[config.mk]
export PLATFORM = sky130hd
export DESIGN_NAME = awcu_top
export DESIGN_NICKNAME = d
export VERILOG_FILES = /design/src/include/awcu_pkg.sv /design/src/logic/awcu_top.sv
export SDC_FILE = /design/constraint.sdc
export NUM_CORES = 1
export LEC_CHECK = 0
export BUFFER_PORTS_ARGS = -buffer_cell sky130_fd_sc_hd__clkbuf_2
export CAP_MARGIN = 10
export CORE_UTILIZATION = 58
export DETAILED_ROUTE_END_ITERATION = 16
export GPL_TIMING_DRIVEN = 0
export PLACE_DENSITY_LB_ADDON = 0.08
export SKIP_CTS_REPAIR_TIMING = 1
export SKIP_LAST_GASP = 1
export SLEW_MARGIN = 20
export SYNTH_ARGS = -nofsm -noshare
export SYNTH_HDL_FRONTEND = slang
export SYNTH_SLANG_ARGS = --single-unit
[constraint.sdc]
create_clock -name clk_i -period 8.88 [get_ports clk_i]
set_clock_uncertainty 0.15 [all_clocks]
set_input_delay 0.888 -clock clk_i [delete_from_list [all_inputs] [get_ports clk_i]]
set_output_delay 0.888 -clock clk_i [all_outputs]
set_load 0.005 [all_outputs]
[src/include/awcu_pkg.sv]
// constants and types shared by the pio write command unit
package awcu_pkg;
   // ----------------------------------------------------------------
   // register word indexes (byte address = 4 * index)
   // ----------------------------------------------------------------
   localparam logic [3:0] IDX_DATA   = 4'h0;
   localparam logic [3:0] IDX_FEAT   = 4'h1;
   localparam logic [3:0] IDX_SCNT   = 4'h2;
   localparam logic [3:0] IDX_SNUM   = 4'h3;
   localparam logic [3:0] IDX_CYLL   = 4'h4;
   localparam logic [3:0] IDX_CYLH   = 4'h5;
   localparam logic [3:0] IDX_DEVH   = 4'h6;
   localparam logic [3:0] IDX_CMD    = 4'h7;
   localparam logic [3:0] IDX_DCTL   = 4'h8;
   localparam logic [3:0] IDX_BLKSZ  = 4'h9;
   localparam logic [3:0] IDX_ISTAT  = 4'ha;
   localparam logic [3:0] IDX_IMASK  = 4'hb;
   // ----------------------------------------------------------------
   // command codes
   // ----------------------------------------------------------------
   localparam logic [7:0] CMD_WR_SECT     = 8'h30;
   localparam logic [7:0] CMD_WR_MULT_FUA = 8'hce;
   // ----------------------------------------------------------------
   // field positions
   // ----------------------------------------------------------------
   localparam int ST_BSY  = 7;
   localparam int ST_RDY  = 6;
   localparam int ST_DSC  = 4;
   localparam int ST_DRQ  = 3;
   localparam int ST_ERR  = 0;
   localparam int ER_IDN  = 4;
   localparam int ER_ABT  = 2;
   localparam int DH_LBA  = 6;
   localparam int DC_HOB  = 7;
   localparam int IRQ_DRQ = 0;
   localparam int IRQ_END = 1;
   localparam int IRQ_ERR = 2;
   // ----------------------------------------------------------------
   // reset values and counts
   // ----------------------------------------------------------------
   localparam logic [7:0]  RST_DEVH      = 8'ha0;
   localparam logic [7:0]  RST_BLKSZ     = 8'h01;
   localparam logic [2:0]  RST_IMASK     = 3'h0;
   localparam logic [7:0]  WORDS_LAST    = 8'hff;
   localparam logic [16:0] SECT_ZERO_STD = 17'h00100;
   localparam logic [16:0] SECT_ZERO_EXT = 17'h10000;
   localparam logic [7:0]  CHS_SPT       = 8'h3f;
   localparam logic [3:0]  CHS_HEAD_LAST = 4'hf;
   // ----------------------------------------------------------------
   // command sequencer states
   // ----------------------------------------------------------------
   typedef enum logic [2:0] {
      ST_IDLE,
      ST_PREP,
      ST_XFER,
      ST_COMMIT,
      ST_FLUSH,
      ST_FINISH
   } awcu_state_e;
endpackage

[src/logic/awcu_top.sv]
// drive-side pio write command unit with wishbone task-file access
// Notes on behaviour
// - command ceh is extended fua multiple pio write
// - fua write flushes media before ending status
// - multiple write interrupts once per block
// - sector data arrives as 16-bit data words
// - extended count 16 bits, zero means 65536
// - 48-bit address from current and previous bytes
// - extended error reports failing address, hob selects
// - codes 30h and 31h both write sectors
// - retry bit changes nothing
// - basic count 8 bits, zero means 256
// - basic write stops at failing sector
// - lba mode takes bits 24-27 from head nibble
// - cylinder registers carry address bits 8-23
// - ending count shows sectors not transferred
// - ending address is last transferred sector
`timescale 1ns/1ns
`default_nettype none
module awcu_top (
   input  wire logic        clk_i,
   input  wire logic        rst_i,
   input  wire logic        wb_cyc_i,
   input  wire logic        wb_stb_i,
   input  wire logic        wb_we_i,
   input  wire logic [5:0]  wb_adr_i,
   input  wire logic [3:0]  wb_sel_i,
   input  wire logic [31:0] wb_dat_i,
   output logic      [31:0] wb_dat_o,
   output logic             wb_ack_o,
   output logic             irq_o,
   output logic      [15:0] med_wdata_o,
   output logic             med_wvalid_o,
   output logic             med_wr_o,
   output logic      [47:0] med_lba_o,
   input  wire logic        med_done_i,
   input  wire logic        med_err_i,
   output logic             med_flush_o,
   input  wire logic        med_flush_done_i
);
   // ----------------------------------------------------------------
   // bus slave
   // ----------------------------------------------------------------
   logic        ack_ff;
   logic [31:0] rdat_ff;
   logic        bus_req;
   logic        bus_wr;
   logic [3:0]  idx;

   assign bus_req  = wb_cyc_i & wb_stb_i & ~ack_ff;
   assign bus_wr   = bus_req & wb_we_i & wb_sel_i[0];
   assign idx      = wb_adr_i[5:2];
   assign wb_ack_o = ack_ff;
   assign wb_dat_o = rdat_ff;

   always_ff @(posedge clk_i)
   begin
      if (rst_i)
         ack_ff <= 1'b0;
      else
         ack_ff <= bus_req;
   end

   // ----------------------------------------------------------------
   // task-file state
   // ----------------------------------------------------------------
   awcu_pkg::awcu_state_e state_ff;
   logic [7:0]  cur_ff [5];
   logic [7:0]  prev_ff [5];
   logic [7:0]  devh_ff;
   logic        hob_ff;
   logic [7:0]  blksz_ff;
   logic [7:0]  err_ff;
   logic        errst_ff;
   logic [2:0]  ist_ff;
   logic [2:0]  imask_ff;
   logic        ext_ff;
   logic        fail_ff;
   logic        first_ff;
   logic        cmd_ok_ff;
   logic [16:0] rem_ff;
   logic [7:0]  blk_left_ff;
   logic [7:0]  wcnt_ff;
   logic [47:0] addr_ff;
   logic [47:0] last_ff;
   logic        busy;
   logic        drq;
   logic        cmd_go;
   logic        cmd_ok;
   logic        data_wr;
   logic        sect_ok;
   logic        last_sect;
   logic        blk_end;
   logic [47:0] rep_addr;
   logic [47:0] start_addr;
   logic [16:0] start_cnt;
   logic [47:0] nxt_addr;
   logic [7:0]  status;
   logic [2:0]  ev;

   assign busy    = (state_ff != awcu_pkg::ST_IDLE) & (state_ff != awcu_pkg::ST_XFER);
   assign drq     = (state_ff == awcu_pkg::ST_XFER);
   assign cmd_go  = bus_wr & (idx == awcu_pkg::IDX_CMD) & (state_ff == awcu_pkg::ST_IDLE);
   // low bit masked, retry bit ignored
   assign cmd_ok  = (wb_dat_i[7:1] == awcu_pkg::CMD_WR_SECT[7:1])
                  | (wb_dat_i[7:0] == awcu_pkg::CMD_WR_MULT_FUA);
   // one 16-bit word per data register write
   assign data_wr = bus_wr & wb_sel_i[1] & (idx == awcu_pkg::IDX_DATA) & drq;
   assign sect_ok = (state_ff == awcu_pkg::ST_COMMIT) & med_done_i & ~med_err_i;
   assign last_sect = (rem_ff == 17'h00001);
   // block boundary only matters for the multiple write
   assign blk_end = ~ext_ff | (blk_left_ff <= 8'h01);

   // start address and count from task-file bytes
   always_comb
   begin
      start_addr = {prev_ff[4], prev_ff[3], prev_ff[2], cur_ff[4], cur_ff[3], cur_ff[2]};
      start_cnt  = {1'b0, prev_ff[1], cur_ff[1]};
      if (wb_dat_i[7:0] == awcu_pkg::CMD_WR_MULT_FUA)
      begin
         // current bytes low, previous bytes high
         if (start_cnt == 17'h00000)
            start_cnt = awcu_pkg::SECT_ZERO_EXT;
      end
      else
      begin
         // head nibble is lba 27:24 or head number
         // cylinder bytes are address bits 8-23
         start_addr = {20'h00000, devh_ff[3:0], cur_ff[4], cur_ff[3], cur_ff[2]};
         start_cnt  = {9'h000, cur_ff[1]};
         if (start_cnt == 17'h00000)
            start_cnt = awcu_pkg::SECT_ZERO_STD;
      end
   end

   // next sector address; chs shares the same byte slots as lba
   always_comb
   begin
      nxt_addr = addr_ff + 48'h000000000001;
      if (~ext_ff & ~devh_ff[awcu_pkg::DH_LBA])
      begin
         nxt_addr = addr_ff;
         if (addr_ff[7:0] < awcu_pkg::CHS_SPT)
            nxt_addr[7:0] = addr_ff[7:0] + 8'h01;
         else
         begin
            nxt_addr[7:0] = 8'h01;
            if (addr_ff[27:24] < awcu_pkg::CHS_HEAD_LAST)
               nxt_addr[27:24] = addr_ff[27:24] + 4'h1;
            else
            begin
               nxt_addr[27:24] = 4'h0;
               nxt_addr[23:8]  = addr_ff[23:8] + 16'h0001;
            end
         end
      end
      else if (~ext_ff)
         nxt_addr[47:28] = 20'h00000;
   end

   // extended error shows the failing sector address
   assign rep_addr = (ext_ff & fail_ff) ? addr_ff : last_ff;

   // ----------------------------------------------------------------
   // command sequencer
   // ----------------------------------------------------------------
   always_ff @(posedge clk_i)
   begin
      if (rst_i)
         state_ff <= awcu_pkg::ST_IDLE;
      else
      begin
         unique case (state_ff)
            awcu_pkg::ST_IDLE:
               if (cmd_go)
                  state_ff <= cmd_ok ? awcu_pkg::ST_PREP : awcu_pkg::ST_FINISH;
            // one busy cycle before each block's data request
            awcu_pkg::ST_PREP:
               state_ff <= awcu_pkg::ST_XFER;
            awcu_pkg::ST_XFER:
               if (data_wr & (wcnt_ff == awcu_pkg::WORDS_LAST))
                  state_ff <= awcu_pkg::ST_COMMIT;
            awcu_pkg::ST_COMMIT:
               // a failing sector ends the command
               if (med_err_i)
                  state_ff <= awcu_pkg::ST_FINISH;
               else if (med_done_i)
               begin
                  // fua commits media before ending status
                  if (last_sect)
                     state_ff <= ext_ff ? awcu_pkg::ST_FLUSH : awcu_pkg::ST_FINISH;
                  else if (blk_end)
                     state_ff <= awcu_pkg::ST_PREP;
                  else
                     state_ff <= awcu_pkg::ST_XFER;
               end
            awcu_pkg::ST_FLUSH:
               if (med_flush_done_i)
                  state_ff <= awcu_pkg::ST_FINISH;
            awcu_pkg::ST_FINISH:
               state_ff <= awcu_pkg::ST_IDLE;
         endcase
      end
   end

   // counters and working address
   always_ff @(posedge clk_i)
   begin
      if (rst_i)
      begin
         ext_ff      <= 1'b0;
         fail_ff     <= 1'b0;
         rem_ff      <= 17'h00000;
         blk_left_ff <= 8'h00;
         wcnt_ff     <= 8'h00;
         addr_ff     <= 48'h000000000000;
         last_ff     <= 48'h000000000000;
      end
      else if (cmd_go)
      begin
         ext_ff      <= (wb_dat_i[7:0] == awcu_pkg::CMD_WR_MULT_FUA);
         fail_ff     <= ~cmd_ok;
         rem_ff      <= start_cnt;
         blk_left_ff <= blksz_ff;
         wcnt_ff     <= 8'h00;
         addr_ff     <= start_addr;
         last_ff     <= start_addr;
      end
      else
      begin
         if (data_wr)
            wcnt_ff <= wcnt_ff + 8'h01;
         if ((state_ff == awcu_pkg::ST_COMMIT) & med_err_i)
            fail_ff <= 1'b1;
         if (sect_ok)
         begin
            rem_ff  <= rem_ff - 17'h00001;
            last_ff <= addr_ff;
            addr_ff <= nxt_addr;
            blk_left_ff <= blk_end ? blksz_ff : blk_left_ff - 8'h01;
         end
      end
   end

   // ----------------------------------------------------------------
   // media side strobes
   // ----------------------------------------------------------------
   always_ff @(posedge clk_i)
   begin
      if (rst_i)
      begin
         med_wdata_o  <= 16'h0000;
         med_wvalid_o <= 1'b0;
         med_wr_o     <= 1'b0;
         med_lba_o    <= 48'h000000000000;
         med_flush_o  <= 1'b0;
      end
      else
      begin
         med_wvalid_o <= data_wr;
         if (data_wr)
            med_wdata_o <= wb_dat_i[15:0];
         med_wr_o  <= data_wr & (wcnt_ff == awcu_pkg::WORDS_LAST);
         med_lba_o <= addr_ff;
         // flush requested on the last good fua sector
         med_flush_o <= sect_ok & last_sect & ext_ff;
      end
   end

   // ----------------------------------------------------------------
   // task-file registers; host writes ignored while busy
   // ----------------------------------------------------------------
   always_ff @(posedge clk_i)
   begin
      if (rst_i)
      begin
         for (int i = 0; i < 5; i++)
         begin
            cur_ff[i]  <= 8'h00;
            prev_ff[i] <= 8'h00;
         end
         devh_ff <= awcu_pkg::RST_DEVH;
      end
      else if (state_ff == awcu_pkg::ST_FINISH)
      begin
         if (cmd_ok_ff)
         begin
            // count left is the sectors not written
            cur_ff[1]  <= rem_ff[7:0];
            prev_ff[1] <= rem_ff[15:8];
            cur_ff[2]  <= rep_addr[7:0];
            prev_ff[2] <= rep_addr[31:24];
            cur_ff[3]  <= rep_addr[15:8];
            prev_ff[3] <= rep_addr[39:32];
            cur_ff[4]  <= rep_addr[23:16];
            prev_ff[4] <= rep_addr[47:40];
            if (~ext_ff)
               devh_ff[3:0] <= rep_addr[27:24];
         end
      end
      else if (bus_wr & ~busy)
      begin
         if ((idx >= awcu_pkg::IDX_FEAT) & (idx <= awcu_pkg::IDX_CYLH))
         begin
            // a second write pushes the first into the previous byte
            cur_ff[3'(idx - awcu_pkg::IDX_FEAT)]  <= wb_dat_i[7:0];
            prev_ff[3'(idx - awcu_pkg::IDX_FEAT)] <= cur_ff[3'(idx - awcu_pkg::IDX_FEAT)];
         end
         if (idx == awcu_pkg::IDX_DEVH)
            devh_ff <= wb_dat_i[7:0];
      end
   end

   // marks a recognised command so an abort leaves the bytes alone
   always_ff @(posedge clk_i)
   begin
      if (rst_i)
         cmd_ok_ff <= 1'b0;
      else if (cmd_go)
         cmd_ok_ff <= cmd_ok;
   end

   // control, block size and mask registers
   always_ff @(posedge clk_i)
   begin
      if (rst_i)
      begin
         hob_ff   <= 1'b0;
         blksz_ff <= awcu_pkg::RST_BLKSZ;
         imask_ff <= awcu_pkg::RST_IMASK;
      end
      else if (bus_wr)
      begin
         if (idx == awcu_pkg::IDX_DCTL)
            hob_ff <= wb_dat_i[awcu_pkg::DC_HOB];
         // a zero block size is stored as one, the reset value
         if ((idx == awcu_pkg::IDX_BLKSZ) & ~busy & ~drq)
            blksz_ff <= (wb_dat_i[7:0] == 8'h00) ? awcu_pkg::RST_BLKSZ : wb_dat_i[7:0];
         if (idx == awcu_pkg::IDX_IMASK)
            imask_ff <= wb_dat_i[2:0];
      end
   end

   // ----------------------------------------------------------------
   // error and status
   // ----------------------------------------------------------------
   always_ff @(posedge clk_i)
   begin
      if (rst_i)
      begin
         err_ff   <= 8'h00;
         errst_ff <= 1'b0;
      end
      else if (cmd_go)
      begin
         err_ff   <= cmd_ok ? 8'h00 : 8'h01 << awcu_pkg::ER_ABT;
         errst_ff <= ~cmd_ok;
      end
      // media failure reported as id not found
      else if ((state_ff == awcu_pkg::ST_COMMIT) & med_err_i)
      begin
         err_ff   <= 8'h01 << awcu_pkg::ER_IDN;
         errst_ff <= 1'b1;
      end
   end

   always_comb
   begin
      status = 8'h00;
      status[awcu_pkg::ST_BSY] = busy;
      status[awcu_pkg::ST_RDY] = 1'b1;
      status[awcu_pkg::ST_DSC] = 1'b1;
      status[awcu_pkg::ST_DRQ] = drq;
      status[awcu_pkg::ST_ERR] = errst_ff & ~busy;
   end

   // ----------------------------------------------------------------
   // interrupts: sticky, write one to clear, set wins
   // ----------------------------------------------------------------
   always_ff @(posedge clk_i)
   begin
      if (rst_i)
         first_ff <= 1'b0;
      else if (cmd_go)
         first_ff <= 1'b1;
      else if (state_ff == awcu_pkg::ST_PREP)
         first_ff <= 1'b0;
   end

   always_comb
   begin
      ev = 3'h0;
      // data request interrupt per block, none before the first
      ev[awcu_pkg::IRQ_DRQ] = (state_ff == awcu_pkg::ST_PREP) & ~first_ff;
      // final interrupt only after drq has dropped
      ev[awcu_pkg::IRQ_END] = (state_ff == awcu_pkg::ST_FINISH);
      ev[awcu_pkg::IRQ_ERR] = (state_ff == awcu_pkg::ST_FINISH) & errst_ff;
   end

   always_ff @(posedge clk_i)
   begin
      if (rst_i)
         ist_ff <= 3'h0;
      else if (bus_wr & (idx == awcu_pkg::IDX_ISTAT))
         ist_ff <= (ist_ff & ~wb_dat_i[2:0]) | ev;
      else
         ist_ff <= ist_ff | ev;
   end

   assign irq_o = |(ist_ff & imask_ff);

   // ----------------------------------------------------------------
   // read data
   // ----------------------------------------------------------------
   always_ff @(posedge clk_i)
   begin
      if (rst_i)
         rdat_ff <= 32'h00000000;
      else if (bus_req & ~wb_we_i)
      begin
         rdat_ff <= 32'h00000000;
         unique case (idx)
            awcu_pkg::IDX_FEAT:  rdat_ff[7:0] <= err_ff;
            awcu_pkg::IDX_SCNT,
            awcu_pkg::IDX_SNUM,
            awcu_pkg::IDX_CYLL,
            awcu_pkg::IDX_CYLH:
               rdat_ff[7:0] <= hob_ff ? prev_ff[3'(idx - awcu_pkg::IDX_FEAT)]
                                      : cur_ff[3'(idx - awcu_pkg::IDX_FEAT)];
            awcu_pkg::IDX_DEVH:  rdat_ff[7:0] <= devh_ff;
            awcu_pkg::IDX_CMD,
            awcu_pkg::IDX_DCTL:  rdat_ff[7:0] <= status;
            awcu_pkg::IDX_BLKSZ: rdat_ff[7:0] <= blksz_ff;
            awcu_pkg::IDX_ISTAT: rdat_ff[2:0] <= ist_ff;
            awcu_pkg::IDX_IMASK: rdat_ff[2:0] <= imask_ff;
            default:             rdat_ff <= 32'h00000000;
         endcase
      end
   end
endmodule // awcu_top
`default_nettype wire

==> qor.log <==
[timing] fraction of the cycle the final worst path needs 57.74%
[floorplanning] y dimension of the die 174.9 µm
[cts] Worst-Skew Late Latency 0.53 ns
[cts] CTS tree done
[critical_path] crit-path max cell delay 0.75 ns
[routing] count of antenna-violating nets left after detailed routing 0
[status] run status finished, final reports clean
[worst_hold_path] HP Start last_ff[16]
[finish] share of layout cells above drive strength 1 13.75%
[critical_path] critical path data required time 8.88 ns
[critical_path] R2R Setup Slk 5.07 ns
[critical_path] crit path cell chain clkbuf_2 -> clkbuf_1 -> inv_1 -> clkbuf_1 -> ha_1 -> buf_2 -> xor2_2 -> buf_2 -> nand4_1 -> or2_2 -> clkbuf_1 -> nand2_1
[synthesis] number of instances in the synthesized netlist 1834
[cts] htree depth 2
[cts] clock tree root buffer cell sky130_fd_sc_hd__clkbuf_16
[critical_path] launch point of the worst reg-to-reg path wb_ack_o
[finish] fin nets 2070
[placed_design] number of placed instances with taps included 2351
[timing] Min Clock Period, post-route 5.127 ns
[routing] wire length per cell 26.29 µm
[power_and_ir_drop] PwrDens 190.1 mW/mm²
[finish] number of antenna diodes 0
[routing] highest metal layer with signal wires met5
[critical_path] Critical Path Fanout Max 16
[timing] worst slew pin tran 1.205 ns
[synthesis] sequential fraction of the synthesis area 49.51%
[timing] max-slew violation total from the final report 0
[synthesis] unique cell type count in the Yosys netlist 78
[routing] iteration count of the initial detailed-routing pass 5
[floorplanning] Top Ports 151
[placed_design] count of buffers from port buffering 106
[critical_path] most used cell along the critical path sky130_fd_sc_hd__clkbuf_1
[finish] post-route cell area 0.01975 mm²
[placed_design] placement-stage worst setup slack 3.351 ns
[synthesis] register bit count reported by yosys 365
[power_and_ir_drop] maximum VDD drop 0.0001691 V
[critical_path] crit path max-delay cell type sky130_fd_sc_hd__nand2_1
[routing] DRC violation count after routing 0
[timing] final worst slack 3.753 ns
[cts] Inserted Clock Buffers 39
[routing] WL final 63660 µm
[timing] setup repair after global routing missed its margin no
[finish] commonest non-fill, non-tap cell in the layout sky130_fd_sc_hd__dfxtp_1
[routing] WL met1 24230 µm
[cts] # clock sinks 365
[finish] layout overhead on the synthesized area 13.85%
[finish] most frequent cells in the layout sky130_fd_sc_hd__dfxtp_1 (237), sky130_fd_sc_hd__nand2_1 (216), sky130_fd_sc_hd__nor2_1 (161)
[critical_path] cell family with most CP delay buffers and inverters
[timing] count of endpoints failing hold in the final timing report 0
[job] Max Cap Viol 0
[synthesis] Post-synth EDFFs 128
[grt] global-route wire length before repair 93450 µm
[timing] number of endpoints failing setup at the final stage 0
[grt] antenna violations before repair 1
[synthesis] combined area of all synthesized cells 0.01735 mm²
[critical_path] CP startpoint wb_adr_i[2]
[grt] pin count of the biggest net entering global routing 17
[worst_hold_path] path category of the worst min-delay check reg2reg
[timing] setup TNS 0 ns
[routing] length of routed met3 wiring 9230 µm
[routing] via total after detailed routing 16270
[placed_design] sum of net half-perimeters after detailed placement 46590 µm
[floorplanning] Starting Density 59.63%
[critical_path] class of the most critical setup path in2reg
[timing] worst slew margin relative to its limit 19.34%
[critical_path] endpoint type of the worst setup path flip-flop
[grt] vias in the first global route 15020
[critical_path] nature of the critical path startpoint input pin
[routing] wire length on met2 27070 µm
[finish] post-layout instance count excluding filler cells 2421
[routing] via-per-instance ratio 6.720
[cts] buffer depth of the longest clock path 3
[critical_path] signal arrival time at the worst endpoint 5.13 ns
[placed_design] placed standard-cell area 0.01852 mm²
[floorplanning] Die Outline Area 0.03061 mm²
[grt] GRT Util Overall 41.04%
[timing] FMAX 195.0 MHz
[synthesis] post-synthesis async set-or-reset flop share 0%
[placed_design] final estimated routing congestion in global placement 1.001
[synthesis] top_reg_cell synth sky130_fd_sc_hd__dfxtp_1
[critical_path] Buf+Inv Stages, Crit Path 7
[cts] clock-pin transition on the worst setup and hold timing paths 0.06 ns
[floorplanning] area of the core region 0.02909 mm²
[power_and_ir_drop] total leakage power 7.665 nW
[synthesis] Yosys warning total 0
[synthesis] per-instance average area after synthesis 9.459 µm²
[routing] Iter 0 DRT Violations 2372
[grt] total gr overflow 0
[floorplanning] standard-cell rows 62
[power_and_ir_drop] Design Power 3.754 mW
[floorplanning] Die W 174.9 µm
[layout make-up]
cell class	instances	area (µm²)
fillers	2397	9340
flip-flops and latches	365	8588
multi-input cells	1304	8026
clock buffers	55	1110
plain buffers	161	745.7
repair buffers	110	579.3
well taps	384	480.5
clock inverters	15	118.9
inverters	27	101.3
[logic make-up (layout without fill, tap and decap cells)]
| kind of cell | count (synthesis) | count (layout) | share of synthesized area (%) |
|---|---|---|---|
| buffers and inverters | 188 | 368 | 4.883 |
| AO/OA/AOI/OAI | 448 | 448 | 16.48 |
| XOR/XNOR | 25 | 25 | 1.305 |
| flip-flops | 365 | 365 | 49.51 |
| AND/OR/NAND/NOR | 675 | 675 | 18.88 |
| multiplexers | 120 | 120 | 8.056 |
| other | 1 | 24 | 0.02162 |
| adder cells (fa/ha/maj) | 12 | 12 | 0.8655 |
[state kept, by name, indices dropped and copies added, names as in the netlist, 8 cells and up]
signal	flops
cur_ff	64
wb_dat_o	8
devh_ff	8
rem_ff	17
last_ff	48
blk_left_ff	8
med_wdata_o	16
med_lba_o	48
prev_ff	64
wcnt_ff	8
addr_ff	48
blksz_ff	8
[Yosys cell counts (36+ instances only)]
cell type | count | share of area, %
sky130_fd_sc_hd__a21oi_1 | 107 | 3.1
sky130_fd_sc_hd__nor2b_1 | 54 | 1.9
sky130_fd_sc_hd__a31oi_1 | 40 | 1.4
sky130_fd_sc_hd__buf_2 | 36 | 1.0
sky130_fd_sc_hd__nand3_1 | 62 | 1.8
sky130_fd_sc_hd__dfxtp_1 | 237 | 27
sky130_fd_sc_hd__mux2i_1 | 98 | 5.7
sky130_fd_sc_hd__o21ai_0 | 112 | 3.2
sky130_fd_sc_hd__nand2_1 | 216 | 4.7
sky130_fd_sc_hd__clkbuf_1 | 87 | 1.9
sky130_fd_sc_hd__edfxtp_1 | 128 | 22
sky130_fd_sc_hd__o22ai_1 | 36 | 1.3
sky130_fd_sc_hd__nor2_1 | 163 | 3.5
[metrics by stage]
step                util [%]  hold WS (ns)
floorplan                  -        0.2860
global placement       63.41        0.2912
detailed placement     63.67        0.2993
CTS                    67.89        0.3077
global route           67.89        0.3240
finish                 67.89        0.3096
[worst paths after layout]
check / depth (start not counted) / end
worst max register to register: 7 / cur_ff[4][7]
worst min register to register: 2 / last_ff[16]
worst max-delay path: 12 / cur_ff[4][7]
worst min-delay path: 2 / last_ff[16]
[tightest hold or removal path, delay by kind of cell, from the launching register on]
| family | cells | cell delay, ns |
|---|---|---|
| compound gates | 1 | 0.05 |
| flops | 1 | 0.31 |
| simple gates | 1 | 0.05 |
[metal layers]
metal  global-route usage [%]  vias up
met2                    60.73     1307
met5                        0        -
met4                    18.15        2
li1                         -     7027
met3                    10.57      228
met1                    56.65     7705
[power breakdown]
group	total, mW	switching, mW	leakage, nW	internal (mW)
clock network	1.60	0.672	0.606	0.929
logic	0.356	0.242	3.89	0.114
registers	1.80	0.0361	3.17	1.76
Note: power is estimated with default switching activity, not from simulation.
